**src/input_cfg_pkg.sv**
```systemverilog
// Constants for the input configuration and secondary fault register bank
package input_cfg_pkg;

   // ************************************************************
   // Register offsets, as seen on the serial register port
   // ************************************************************
   localparam logic [7:0] ADDR_GENERAL_CONFIG          = 8'h18;
   localparam logic [7:0] ADDR_CHANNEL_ENABLE          = 8'h1a;
   localparam logic [7:0] ADDR_SECONDARY_FAULT_STATUS  = 8'h1c;
   localparam logic [7:0] ADDR_SECONDARY_FAULT_ENABLE  = 8'h1e;

   // ************************************************************
   // Reset values
   // ************************************************************
   localparam logic [7:0] RST_GENERAL_CONFIG           = 8'h00;
   localparam logic [7:0] RST_CHANNEL_ENABLE           = 8'hff;
   localparam logic [7:0] RST_SECONDARY_FAULT_STATUS   = 8'h02;
   localparam logic [7:0] RST_SECONDARY_FAULT_ENABLE   = 8'h00;

   // ************************************************************
   // Writable-bit masks; reserved bits read zero
   // ************************************************************
   localparam logic [7:0] MASK_GENERAL_CONFIG          = 8'h19;
   localparam logic [7:0] MASK_CHANNEL_ENABLE          = 8'hff;
   localparam logic [7:0] MASK_SECONDARY_FAULT         = 8'h3f;

   // ************************************************************
   // General configuration field positions
   // ************************************************************
   localparam int CFG_INPUT_REF_SHORT_DETECT_ENABLE    = 0;
   localparam int CFG_FILTER_FREEZE                    = 3;
   localparam int CFG_SUPPLY_FLAG_CLEAR_MODE           = 4;

   // ************************************************************
   // Secondary fault status / enable field positions
   // ************************************************************
   localparam int F2_WIREBREAK_REF_SHORT               = 0;
   localparam int F2_WIREBREAK_REF_OPEN                = 1;
   localparam int F2_INPUT_REF_SHORT                   = 2;
   localparam int F2_INPUT_REF_OPEN                    = 3;
   localparam int F2_OVERTEMP_SHUTDOWN                 = 4;
   localparam int F2_CLOCK_COUNT_ERROR                 = 5;

   // ************************************************************
   // Serial interface modes in which the clear-mode bit matters
   // ************************************************************
   localparam logic [1:0] SPI_MODE_0                   = 2'h0;
   localparam logic [1:0] SPI_MODE_2                   = 2'h2;

endpackage

```
**src/level_sync.sv**
```systemverilog
// Two-flop synchroniser for a vector of independent asynchronous levels
`timescale 1ns/1ns
module level_sync #(
   parameter int WIDTH = 1
) (
   // Clock and reset
   input  wire logic             ref_clk,
   input  wire logic             reset,
   // Asynchronous levels in
   input  wire logic [WIDTH-1:0] async_in,
   // Synchronised levels out
   output logic      [WIDTH-1:0] sync_out
);

   // ************************************************************
   // Synchroniser stages
   // ************************************************************
   logic [WIDTH-1:0] meta_r;     // First stage, read only by second stage
   logic [WIDTH-1:0] meta_nxt;   // Next value of first stage
   logic [WIDTH-1:0] stable_r;   // Second stage, safe for logic
   logic [WIDTH-1:0] stable_nxt; // Next value of second stage

   // Next-state: plain shift; bits are independent levels, not a word
   always_comb begin
      meta_nxt   = async_in;
      stable_nxt = meta_r;
   end

   // Registers, cleared synchronously so no stale fault shows after reset
   always_ff @(posedge ref_clk) begin
      if (reset) begin
         meta_r   <= '0;
         stable_r <= '0;
      end else begin
         meta_r   <= meta_nxt;
         stable_r <= stable_nxt;
      end
   end

   assign sync_out = stable_r;

endmodule

```
**src/input_cfg_regs.sv**
```systemverilog
// Configuration, channel-enable and secondary fault registers of the input device
`timescale 1ns/1ns
module input_cfg_regs #(
   parameter int CHANNELS = 8
) (
   // Clock and reset
   input  wire logic                ref_clk,
   input  wire logic                reset,
   // Register port from the serial frame decoder
   input  wire logic                reg_wr_stb,
   input  wire logic                reg_rd_stb,
   input  wire logic [7:0]          reg_addr,
   input  wire logic [7:0]          reg_wdata,
   output logic      [7:0]          reg_rdata,
   // Frame events from the serial frame decoder
   input  wire logic                frame_done,
   input  wire logic                frame_clk_count_bad,
   input  wire logic                primary_fault_read,
   input  wire logic [1:0]          spi_mode,
   input  wire logic                wirebreak_any_enabled,
   // Analog fault detectors, asynchronous levels
   input  wire logic                supply_low_det,
   input  wire logic                supply_missing_det,
   input  wire logic                overtemp_det,
   input  wire logic                input_ref_open_det,
   input  wire logic                input_ref_short_det,
   input  wire logic                wirebreak_ref_open_det,
   input  wire logic                wirebreak_ref_short_det,
   // Filtered input states from the channel filters
   input  wire logic [CHANNELS-1:0] filtered_state,
   // Controls to the field side
   output logic [CHANNELS-1:0]      input_enable,
   output logic [CHANNELS-1:0]      current_source_on,
   output logic                     led_drivers_off,
   output logic                     filter_freeze,
   output logic                     input_ref_short_detect_enable,
   // Status toward the primary fault register and input state register
   output logic [CHANNELS-1:0]      input_state_register,
   output logic                     supply_low_flag,
   output logic                     supply_missing_flag,
   output logic                     secondary_fault_summary
);

   // ************************************************************
   // Decode helper
   // ************************************************************

   // Access of a given kind hits a given register offset
   function automatic logic reg_hit(input logic stb, input logic [7:0] addr,
                                    input logic [7:0] offset);
      reg_hit = stb && (addr == offset);
   endfunction

   // ************************************************************
   // Detector synchronisation
   // ************************************************************
   logic [6:0] det_sync;   // Synchronised detector levels

   level_sync #(
      .WIDTH(7)
   ) u_det_sync (
      .ref_clk  (ref_clk),
      .reset    (reset),
      .async_in ({supply_low_det, supply_missing_det, overtemp_det,
                  input_ref_open_det, input_ref_short_det,
                  wirebreak_ref_open_det, wirebreak_ref_short_det}),
      .sync_out (det_sync)
   );

   logic low_s;       // Supply below low threshold
   logic miss_s;      // Supply below missing threshold
   logic ot_s;        // Overtemperature shutdown active
   logic iref_open_s; // Input reference pin open
   logic iref_shrt_s; // Input reference pin shorted
   logic wref_open_s; // Wire-break reference pin open
   logic wref_shrt_s; // Wire-break reference pin shorted

   assign {low_s, miss_s, ot_s, iref_open_s, iref_shrt_s, wref_open_s, wref_shrt_s} = det_sync;

   // ************************************************************
   // Register state
   // ************************************************************
   logic [7:0]          cfg_r,     cfg_nxt;     // General configuration
   logic [7:0]          chen_r,    chen_nxt;    // Channel enables
   logic [7:0]          f2_r,      f2_nxt;      // Secondary fault status
   logic [7:0]          f2en_r,    f2en_nxt;    // Secondary fault enables
   logic                low_r,     low_nxt;     // Supply-low latch
   logic                miss_r,    miss_nxt;    // Supply-missing latch
   logic                sum_r,     sum_nxt;     // Summary bit
   logic [7:0]          rdata_r,   rdata_nxt;   // Read data
   logic [CHANNELS-1:0] channel_enable_r,    channel_enable_nxt;    // Effective input enables
   logic [CHANNELS-1:0] state_r,   state_nxt;   // Gated input states
   logic                ledoff_r,  ledoff_nxt;  // LED drivers forced off

   logic                wr_ok;        // Write not rejected by the frame checker
   logic                supply_clr;   // Clear event for supply flags
   logic                mode_honours; // Clear-mode bit is in force
   logic [7:0]          f2_set;       // Hardware set terms
   logic [7:0]          f2_rd_clr;    // Read clear terms
   logic                short_kill;   // Qualified input-reference short

   // ************************************************************
   // Next-state logic
   // ************************************************************

   // Computes every register's next value; set always beats clear
   always_comb begin
      // A malformed frame carries no command, so its write is dropped
      wr_ok = reg_wr_stb && !frame_clk_count_bad;

      cfg_nxt  = cfg_r;
      chen_nxt = chen_r;
      f2en_nxt = f2en_r;
      // Reserved bits are masked on write so they always read zero
      if (reg_hit(wr_ok, reg_addr, input_cfg_pkg::ADDR_GENERAL_CONFIG)) begin
         cfg_nxt = reg_wdata & input_cfg_pkg::MASK_GENERAL_CONFIG;
      end
      if (reg_hit(wr_ok, reg_addr, input_cfg_pkg::ADDR_CHANNEL_ENABLE)) begin
         chen_nxt = reg_wdata & input_cfg_pkg::MASK_CHANNEL_ENABLE;
      end
      if (reg_hit(wr_ok, reg_addr, input_cfg_pkg::ADDR_SECONDARY_FAULT_ENABLE)) begin
         f2en_nxt = reg_wdata & input_cfg_pkg::MASK_SECONDARY_FAULT;
      end

      // Clear-mode bit only counts in interface modes 0 and 2
      mode_honours = (spi_mode == input_cfg_pkg::SPI_MODE_0) ||
                     (spi_mode == input_cfg_pkg::SPI_MODE_2);
      // Mode 1 of the bit, or any other interface mode: read only
      supply_clr = primary_fault_read;
      if (mode_honours && !cfg_r[input_cfg_pkg::CFG_SUPPLY_FLAG_CLEAR_MODE]) begin
         supply_clr = primary_fault_read || frame_done;
      end
      // Live condition re-sets the latch, so a clear under fault is lost
      low_nxt  = low_s  || (low_r  && !supply_clr);
      miss_nxt = miss_s || (miss_r && !supply_clr);

      // Short detect honoured only while enabled; 1 enables
      short_kill = iref_shrt_s && cfg_r[input_cfg_pkg::CFG_INPUT_REF_SHORT_DETECT_ENABLE];

      // Hardware set terms per flag
      f2_set = 8'h00;
      f2_set[input_cfg_pkg::F2_CLOCK_COUNT_ERROR]   = reg_wr_stb && frame_clk_count_bad;
      f2_set[input_cfg_pkg::F2_OVERTEMP_SHUTDOWN]   = ot_s;
      f2_set[input_cfg_pkg::F2_INPUT_REF_OPEN]      = iref_open_s || ot_s;
      f2_set[input_cfg_pkg::F2_INPUT_REF_SHORT]     = short_kill;
      // With no wire-break function on, the reference is unused
      f2_set[input_cfg_pkg::F2_WIREBREAK_REF_OPEN]  = wref_open_s || ot_s ||
                                                      !wirebreak_any_enabled;
      f2_set[input_cfg_pkg::F2_WIREBREAK_REF_SHORT] = wref_shrt_s;
      // Any complete frame with a bad clock count flags it, read or write
      if (frame_done && frame_clk_count_bad) begin
         f2_set[input_cfg_pkg::F2_CLOCK_COUNT_ERROR] = 1'b1;
      end

      // Reading the status register clears every flag not being set
      f2_rd_clr = {8{reg_hit(reg_rd_stb, reg_addr,
                             input_cfg_pkg::ADDR_SECONDARY_FAULT_STATUS)}};
      f2_nxt = (f2_set | (f2_r & ~f2_rd_clr)) & input_cfg_pkg::MASK_SECONDARY_FAULT;

      // Summary stays up while an enabled flag stands; read cannot drop it
      sum_nxt = (|(f2_nxt & f2en_nxt)) || (sum_r && !primary_fault_read);

      // Read data; unmapped or reserved reads return zero
      rdata_nxt = rdata_r;
      if (reg_rd_stb) begin
         case (reg_addr)
            input_cfg_pkg::ADDR_GENERAL_CONFIG: begin
               rdata_nxt = cfg_r;
            end
            input_cfg_pkg::ADDR_CHANNEL_ENABLE: begin
               rdata_nxt = chen_r;
            end
            // Pre-clear value is returned, so no event is missed
            input_cfg_pkg::ADDR_SECONDARY_FAULT_STATUS: begin
               rdata_nxt = f2_r;
            end
            input_cfg_pkg::ADDR_SECONDARY_FAULT_ENABLE: begin
               rdata_nxt = f2en_r;
            end
            default: begin
               rdata_nxt = 8'h00;
            end
         endcase
      end

      // Field-side gating: enable, short and shutdown all turn a channel off
      channel_enable_nxt = chen_r[CHANNELS-1:0];
      if (short_kill) begin
         channel_enable_nxt = '0;
      end
      if (ot_s) begin
         channel_enable_nxt = '0;
      end
      // Disabled channel reads as low in the input state register
      state_nxt  = filtered_state & chen_r[CHANNELS-1:0];
      ledoff_nxt = ot_s;
   end

   // ************************************************************
   // Registers
   // ************************************************************

   // Register update only; synchronous reset to documented values
   always_ff @(posedge ref_clk) begin
      if (reset) begin
         cfg_r    <= input_cfg_pkg::RST_GENERAL_CONFIG;
         chen_r   <= input_cfg_pkg::RST_CHANNEL_ENABLE;
         f2_r     <= input_cfg_pkg::RST_SECONDARY_FAULT_STATUS;
         f2en_r   <= input_cfg_pkg::RST_SECONDARY_FAULT_ENABLE;
         low_r    <= 1'b0;
         miss_r   <= 1'b0;
         sum_r    <= 1'b0;
         rdata_r  <= 8'h00;
         channel_enable_r   <= '0;
         state_r  <= '0;
         ledoff_r <= 1'b0;
      end else begin
         cfg_r    <= cfg_nxt;
         chen_r   <= chen_nxt;
         f2_r     <= f2_nxt;
         f2en_r   <= f2en_nxt;
         low_r    <= low_nxt;
         miss_r   <= miss_nxt;
         sum_r    <= sum_nxt;
         rdata_r  <= rdata_nxt;
         channel_enable_r   <= channel_enable_nxt;
         state_r  <= state_nxt;
         ledoff_r <= ledoff_nxt;
      end
   end

   // ************************************************************
   // Outputs, all straight from flops
   // ************************************************************
   assign reg_rdata                     = rdata_r;
   assign input_enable                  = channel_enable_r;
   // Current source follows the enable; off means 0 mA
   assign current_source_on             = channel_enable_r;
   assign led_drivers_off               = ledoff_r;
   // Filters sit at mid-scale while set, resume when cleared
   assign filter_freeze                 = cfg_r[input_cfg_pkg::CFG_FILTER_FREEZE];
   assign input_ref_short_detect_enable =
      cfg_r[input_cfg_pkg::CFG_INPUT_REF_SHORT_DETECT_ENABLE];
   assign input_state_register          = state_r;
   assign supply_low_flag               = low_r;
   assign supply_missing_flag           = miss_r;
   assign secondary_fault_summary       = sum_r;

endmodule

```
**config.mk**
```make
export PLATFORM = sky130hd
export DESIGN_NAME = input_cfg_regs
export DESIGN_NICKNAME = d
export VERILOG_FILES = /design/src/input_cfg_pkg.sv /design/src/level_sync.sv /design/src/input_cfg_regs.sv
export SDC_FILE = /design/constraint.sdc
export NUM_CORES = 1
export LEC_CHECK = 0
export BUFFER_PORTS_ARGS = -buffer_cell sky130_fd_sc_hd__buf_2
export CAP_MARGIN = 20
export CORE_MARGIN = 3
export CORE_UTILIZATION = 45
export CTS_BUF_LIST = sky130_fd_sc_hd__clkbuf_2 sky130_fd_sc_hd__clkbuf_4 sky130_fd_sc_hd__clkbuf_8
export CTS_CLUSTER_DIAMETER = 200
export CTS_CLUSTER_SIZE = 25
export DETAILED_ROUTE_END_ITERATION = 7
export MAX_ROUTING_LAYER = met4
export PLACE_DENSITY = 0.72
export SETUP_SLACK_MARGIN = 0.05
export SYNTH_ARGS = -nofsm -noshare
export SYNTH_HDL_FRONTEND = slang
export SYNTH_SLANG_ARGS = --single-unit
```
**constraint.sdc**
```tcl
create_clock -name ref_clk -period 2.1 [get_ports ref_clk]
set_input_delay 0 -clock ref_clk [delete_from_list [all_inputs] [get_ports ref_clk]]
set_output_delay 0 -clock ref_clk [all_outputs]
set_load 0.01 [all_outputs]
```
==> run_results.csv, run 1 <==
group,metric,value,unit
setup_path,crit_path_end_kind,"flop",
floorplanning,rows,26,
global_routing,antenna_found_initial,0,
final_layout,fill_cells,431,
setup_path,reg2regPathDepth,4,
timing,rsz0062_at_grt,"no",
setup_path,worstPathArrival,1.79,ns
power,power.total,2.75,mW
detailed_routing,wl_met1,2620,microns
detailed_routing,vias,2131,
power,peakVddDrop,461,uV
synth,syn_area_per_cell,9.64,sq um
detailed_routing,ant_nets,0,
setup_path,rrSetupSlack,0.87,ns
placement,dp.cells,388,
synth,ys_ff_latch,65,
final_layout,areaGrowthSynthToFinish,35.7,%
synth,synth_area,0.00246,sq mm
power,cellPowerDensity,824,mW/mm^2
final_layout,final_nets,393,
timing,clock.fmax,633,MHz
detailed_routing,wl_met3,358,microns
synth,synthTopCellsByArea,"dfxtp_1 (53%), nor2b_1 (4.3%), nor2_1 (4.1%)",
final_layout,layout-drive-gt1-share,0.314,
final_layout,insertedDiodeCount,0,
clocking,path_clk_slew,0.07,ns
synth,synth_cell_types,41,
clocking,cts_setup_buffers,0,
setup_path,critPathLaunchType,"input pin",
floorplanning,ioPinCount,79,
floorplanning,floorplan.initialDensity,0.472,
timing,slew_headroom,0.608,
placement,port_buffers,77,
setup_path,reg2reg_to,"reg_rdata[4]",
timing,setup-violations-final,0,
timing,tns,0,ns
clocking,ctsResizeCount,0,
clocking,ctsHoldBuffers,23,
timing,tightest_slew,0.588,ns
timing,finClkSkew,0.0105,ns
hold_path,hold-path-endpoint,"f2en_r[2]",
timing,period_needed,1.58,ns
synth,synth_top_area_frac,0.529,
timing,slew_violations,0,
global_routing,grt_max_degree,34,
detailed_routing,wl_per_cell,14.0,microns
floorplanning,die_w,79.9,microns
clocking,numCtsBuffers,9,
hold_path,hold_class,"input pin to flop",
setup_path,r2r_start,"f2en_r[4]",
clocking,clock_path_buffers,2,
detailed_routing,drt_iter0_drc,117,
setup_path,path_class,"input pin to flop",
detailed_routing,drt_pre_antenna_iters,4,
clocking,cts_root_buf,"clkbuf_8",
power,leakage,1.53,nW
clocking,cts_tree,"yes",
detailed_routing,top_layer,"met4",
final_layout,final_common_cell,"buf_2",
final_layout,most-common-layout-cells,"buf_2 (77), dfxtp_1 (65), nor2_1 (27)",
synth,yosysTopAreaCell,"dfxtp_1",
synth,synth_cells,255,
global_routing,grt_pass1_vias,2029,
timing,hold_viol,0,
timing,timing.final.crit_share,0.752,
clocking,clock_latency,0.34,ns
synth,ys_seq_area_frac,0.529,
setup_path,worstPathRequired,2.31,ns
hold_path,min_path_cells,3,
detailed_routing,wl,5970,microns
hold_path,min_from,"reg_wdata[2]",
detailed_routing,wl_met2,2900,microns
run,drv_cap,0,
setup_path,cp_max_fo,10,
detailed_routing,drc,0,
placement,dp_hpwl,4080,microns
detailed_routing,avgViaCountPerCell,4.99,
clocking,cts.sinks,65,
synth,ys_warn_count,0,
placement,place.gp.congestion,0.876,
floorplanning,die_h,79.9,microns
global_routing,overflow,0,
clocking,h-tree-depth,3,
synth,syn-num-nets,296,
final_layout,layoutNonFillerInstCount,427,
outcome,status,"completed",
global_routing,grt_util_all_layers,0.202,
floorplanning,coreArea,0.00520,sq mm
floorplanning,dieArea,0.00639,sq mm
global_routing,grt_pass1_wl,9430,microns
[per-stage QoR]
stage | setup WS, ns | hold slack [ns] | util | cell area, sq um
global placement | 0.220 | 0.206 | 0.552 | 2870
finish | 0.521 | 0.00638 | 0.641 | 3340
detailed placement | 0.182 | 0.212 | 0.552 | 2870
CTS | 0.526 | 0.0113 | 0.641 | 3340
floorplan | 0.503 | 0.0968 | - | 2460
global route | 0.339 | 0.0355 | 0.641 | 3340
[flip-flops by register name, indices dropped and copies added (netlist names)]
register,count
u_det_sync.sync_out,7
reg_rdata,8
secondary_fault_summary,1
f2_r,6
supply_missing_flag,1
supply_low_flag,1
input_state_register,8
f2en_r,6
u_det_sync.meta_r,7
current_source_on,8
led_drivers_off,1
cfg_r,3
chen_r,8
[metal layers]
metal  track usage  vias to the layer above
met4        0.0912                        0
li1              -                     1082
met2         0.340                       78
met3        0.0395                       11
met1         0.231                      960
met5             -                        -
[worst max-delay path: stages]
cell and delay [ns]:
buf_2 0.11, or4b_1 0.74, o31ai_1 0.40, a32oi_1 0.13, a2111oi_2 0.31, a21oi_1 0.11
[report_power, final]
part / internal (mW) / switching, mW / total, mW
Combinational: 0.124 / 0.124 / 0.248
Sequential: 1.27 / 0.0146 / 1.29
Clock: 0.774 / 0.440 / 1.21
Total: 2.17 / 0.579 / 2.75
[cells by family (layout without fill, tap and decap cells)]
logic type,after synthesis,count (layout),share of synthesized area
muxes,11,11,0.0478
and+or+nand+nor,110,110,0.235
DFF,65,65,0.529
AOI/OAI and AO/OA,45,45,0.138
buffers and inverters,24,126,0.0499
[cell type report]
| type | instances | area [sq um] | share of cell area |
|---|---|---|---|
| Clock buffer | 14 | 174 | 0.0521 |
| Clock inverter | 2 | 60.1 | 0.0180 |
| Inverter | 3 | 11.3 | 0.00337 |
| Multi-Input combinational cell | 166 | 1030 | 0.310 |
| Sequential cell | 65 | 1300 | 0.390 |
| Tap cell | 70 | 87.6 | 0.0262 |
| Timing Repair Buffer | 107 | 668 | 0.200 |
[cells in the mapped netlist (all sizes together)]
| library cell | n |
|---|---|
| a2111oi | 1 |
| a211o | 3 |
| a211oi | 2 |
| a21oi | 16 |
| a221o | 1 |
| a221oi | 2 |
| a22o | 3 |
| a22oi | 3 |
| a31oi | 1 |
| a32oi | 1 |
| and2 | 8 |
| and3 | 4 |
| and4b | 1 |
| buf | 11 |
| clkbuf | 10 |
| dfxtp | 65 |
| inv | 3 |
| mux2 | 6 |
| mux2i | 5 |
| nand2 | 21 |
| nand2b | 1 |
| nand3 | 13 |
| nand3b | 6 |
| nand4 | 4 |
| nand4b | 2 |
| nor2 | 28 |
| nor2b | 17 |
| nor3 | 2 |
| nor4b | 1 |
| o21a | 1 |
| o21bai | 1 |
| o221a | 1 |
| o2bb2ai | 1 |
| o31a | 1 |
| o31ai | 7 |
| or3 | 1 |
| or4b | 1 |
[worst max path at each step]
| stage | start | end | slack [ns] | cells after the start |
|---|---|---|---|---|
| 6_report | reg_addr[7] | secondary_fault_summary | 0.52 | 6 |
| 3_5_place_dp | reg_addr[7] | secondary_fault_summary | 0.18 | 6 |
| 2_1_floorplan | reg_addr[7] | secondary_fault_summary | 0.50 | 6 |
| 3_3_place_gp | reg_addr[7] | secondary_fault_summary | 0.22 | 6 |
| 5_1_grt | reg_addr[7] | secondary_fault_summary | 0.34 | 6 |
| 4_1_cts | reg_addr[7] | secondary_fault_summary | 0.53 | 6 |
(Power assumes the default switching activity.)
==> run 2: changes to the inputs <==
--- a/config.mk
+++ b/config.mk
@@ -14,7 +14,7 @@
 export CTS_CLUSTER_SIZE = 25
 export DETAILED_ROUTE_END_ITERATION = 7
 export MAX_ROUTING_LAYER = met4
-export PLACE_DENSITY = 0.72
+export PLACE_DENSITY = 0.75
 export SETUP_SLACK_MARGIN = 0.05
 export SYNTH_ARGS = -nofsm -noshare
 export SYNTH_HDL_FRONTEND = slang
==> constraint.sdc (replaced) <==
create_clock -name ref_clk -period 1.4 [get_ports ref_clk]
set_input_delay 0 -clock ref_clk [delete_from_list [all_inputs] [get_ports ref_clk]]
set_output_delay 0 -clock ref_clk [all_outputs]
set_load 0.01 [all_outputs]
==> run 2 against run 1 <==
  * Critical path type unchanged
  * Critical endpoint unchanged
  * First-iteration DRC count increased by 1.7%
  * Final cell count is 4.7% higher
  * Die area did not move
==> run_results.csv, run 2 (synthesis gave the netlist of run 1 again) <==
group,metric,value,unit
timing,setup_ws,0.0116,ns
final_layout,layout-drive-gt1-share,0.377,
power,power.total,4.19,mW
final_layout,final_nets,413,
final_layout,insertedDiodeCount,0,
floorplanning,die_w,79.9,microns
clocking,clock_latency,0.33,ns
power,switchingPower,894,uW
global_routing,grt_util_all_layers,0.210,
hold_path,hold-path-endpoint,"input_state_register[2]",
detailed_routing,drc,0,
detailed_routing,top_layer,"met4",
timing,setup-violations-final,0,
setup_path,rrSetupSlack,0.11,ns
power,p_clk_frac,0.434,
setup_path,critPathLaunchType,"input pin",
detailed_routing,drt_iter0_drc,119,
clocking,path_clk_slew,0.07,ns
timing,period_needed,1.39,ns
floorplanning,coreArea,0.00520,sq mm
run,drv_cap,0,
power,swShare,0.213,
clocking,cts_root_buf,"clkbuf_8",
detailed_routing,wl_met1,2700,microns
setup_path,cp_max_fo,5,
placement,place_ws,-0.343,ns
clocking,numCtsBuffers,9,
clocking,h-tree-depth,3,
timing,slew_violations,0,
placement,place.gp.congestion,0.854,
global_routing,antenna_found_initial,0,
detailed_routing,wl_per_cell,14.1,microns
floorplanning,rows,26,
clocking,cts_setup_buffers,0,
global_routing,overflow,0,
outcome,status,"completed",
global_routing,grt_pass1_vias,2195,
floorplanning,dieArea,0.00639,sq mm
power,peakVddDrop,769,uV
power,cellPowerDensity,1160,mW/mm^2
hold_path,hold_class,"input pin to flop",
timing,tightest_slew,0.379,ns
timing,finClkSkew,0.00420,ns
power,leakage,1.64,nW
power,p_int,3.30,mW
floorplanning,ioPinCount,79,
hold_path,min_path_cells,2,
timing,worst_hold_slack,0.0274,ns
timing,clock.fmax,720,MHz
detailed_routing,vias,2252,
setup_path,reg2reg_to,"reg_rdata[4]",
detailed_routing,wl_met2,3000,microns
detailed_routing,wl_met3,447,microns
final_layout,most-common-layout-cells,"buf_2 (75), dfxtp_1 (65), nor2_1 (27)",
detailed_routing,ant_nets,0,
final_layout,areaGrowthSynthToFinish,47.6,%
detailed_routing,drt_pre_antenna_iters,4,
timing,rsz0062_at_grt,"yes",
floorplanning,floorplan.initialDensity,0.472,
power,seq_power_share,0.461,
global_routing,grt_max_degree,32,
placement,dp.cells,406,
final_layout,final_common_cell,"buf_2",
setup_path,path_class,"input pin to flop",
setup_path,reg2regPathDepth,4,
clocking,cts_tree,"yes",
clocking,clock_path_buffers,2,
detailed_routing,wl,6300,microns
final_layout,finalCoreUtilization,0.697,
timing,slew_headroom,0.747,
global_routing,grt_pass1_wl,10100,microns
detailed_routing,avgViaCountPerCell,5.04,
timing,hold_viol,0,
placement,port_buffers,77,
setup_path,r2r_start,"f2en_r[4]",
placement,dp_hpwl,4330,microns
setup_path,worstPathArrival,1.59,ns
final_layout,layoutNonFillerInstCount,447,
timing,timing.final.crit_share,0.992,
clocking,cts.sinks,65,
timing,tns,0,ns
final_layout,design_area,0.00363,sq mm
floorplanning,die_h,79.9,microns
hold_path,min_from,"reset",
setup_path,crit_path_end_kind,"flop",
power,p_comb_frac,0.104,
setup_path,worstPathRequired,1.60,ns
placement,placed_area,0.00306,sq mm
==> run 2: changes by cell type in the layout (fill, tap and decap cells not counted), sizes merged <==
| cell | before | now |
|---|---|---|
| dlygate4sd3 | 23 | 24 |
| buf | 84 | 102 |
| or4b | 1 | 2 |
==> run 2: worst max-delay path by stage <==
stage,cells past startpoint,endpoint,from,slack [ns]
finish,6,secondary_fault_summary,reg_addr[7],0.01
CTS,6,secondary_fault_summary,reg_addr[0],0.04
floorplan,6,secondary_fault_summary,reg_addr[7],-0.16
global route,6,secondary_fault_summary,reg_addr[7],0.008
detailed placement,6,secondary_fault_summary,reg_addr[7],-0.34
global placement,6,secondary_fault_summary,reg_addr[7],-0.29
==> run 2: power groups by stage <==
stage / clock [mW] / combinational [mW] / sequential [mW]
6_report: 1.82 / 0.438 / 1.93
5_1_grt: 1.93 / 0.479 / 1.94
4_1_cts: 1.85 / 0.425 / 1.93
3_5_place_dp: 0 / 0.365 / 1.98
3_3_place_gp: 0 / 0.359 / 1.97
2_1_floorplan: 0 / 0.182 / 1.99
==> run 2: what timing repair did <==
action / CTS / global route
gates cloned: 1 / 0
hold endpoints to repair: 29 / 0
endpoints found under the setup margin: 1 / 1
pin swaps: 1 / 11
gates resized for setup: 5 / 11
hold buffers: 24 / 0
==> run 2: cell type report <==
| class | instances | area [sq um] |
|---|---|---|
| repair buffers | 126 | 830 |
| clock buffers | 14 | 174 |
| multi-input cells | 167 | 1160 |
| fillers | 412 | 1580 |
| clock inverters | 2 | 60.1 |
| inverters | 3 | 11.3 |
| well taps | 70 | 87.6 |
| flip-flops and latches | 65 | 1300 |
==> run 2: worst max-delay path, stage by stage <==
cell and delay, ns:
buf_8 0.10, or4b_4 0.62, or3_4 0.42, a22oi_2 0.16
o221a_1 0.22, a21oi_1 0.06
==> run 2: layer usage <==
layer / vias to the layer above / GRT usage
met1: 1017 / 0.241
met5: - / -
met4: 0 / 0.110
met3: 14 / 0.0418
li1: 1123 / -
met2: 98 / 0.345
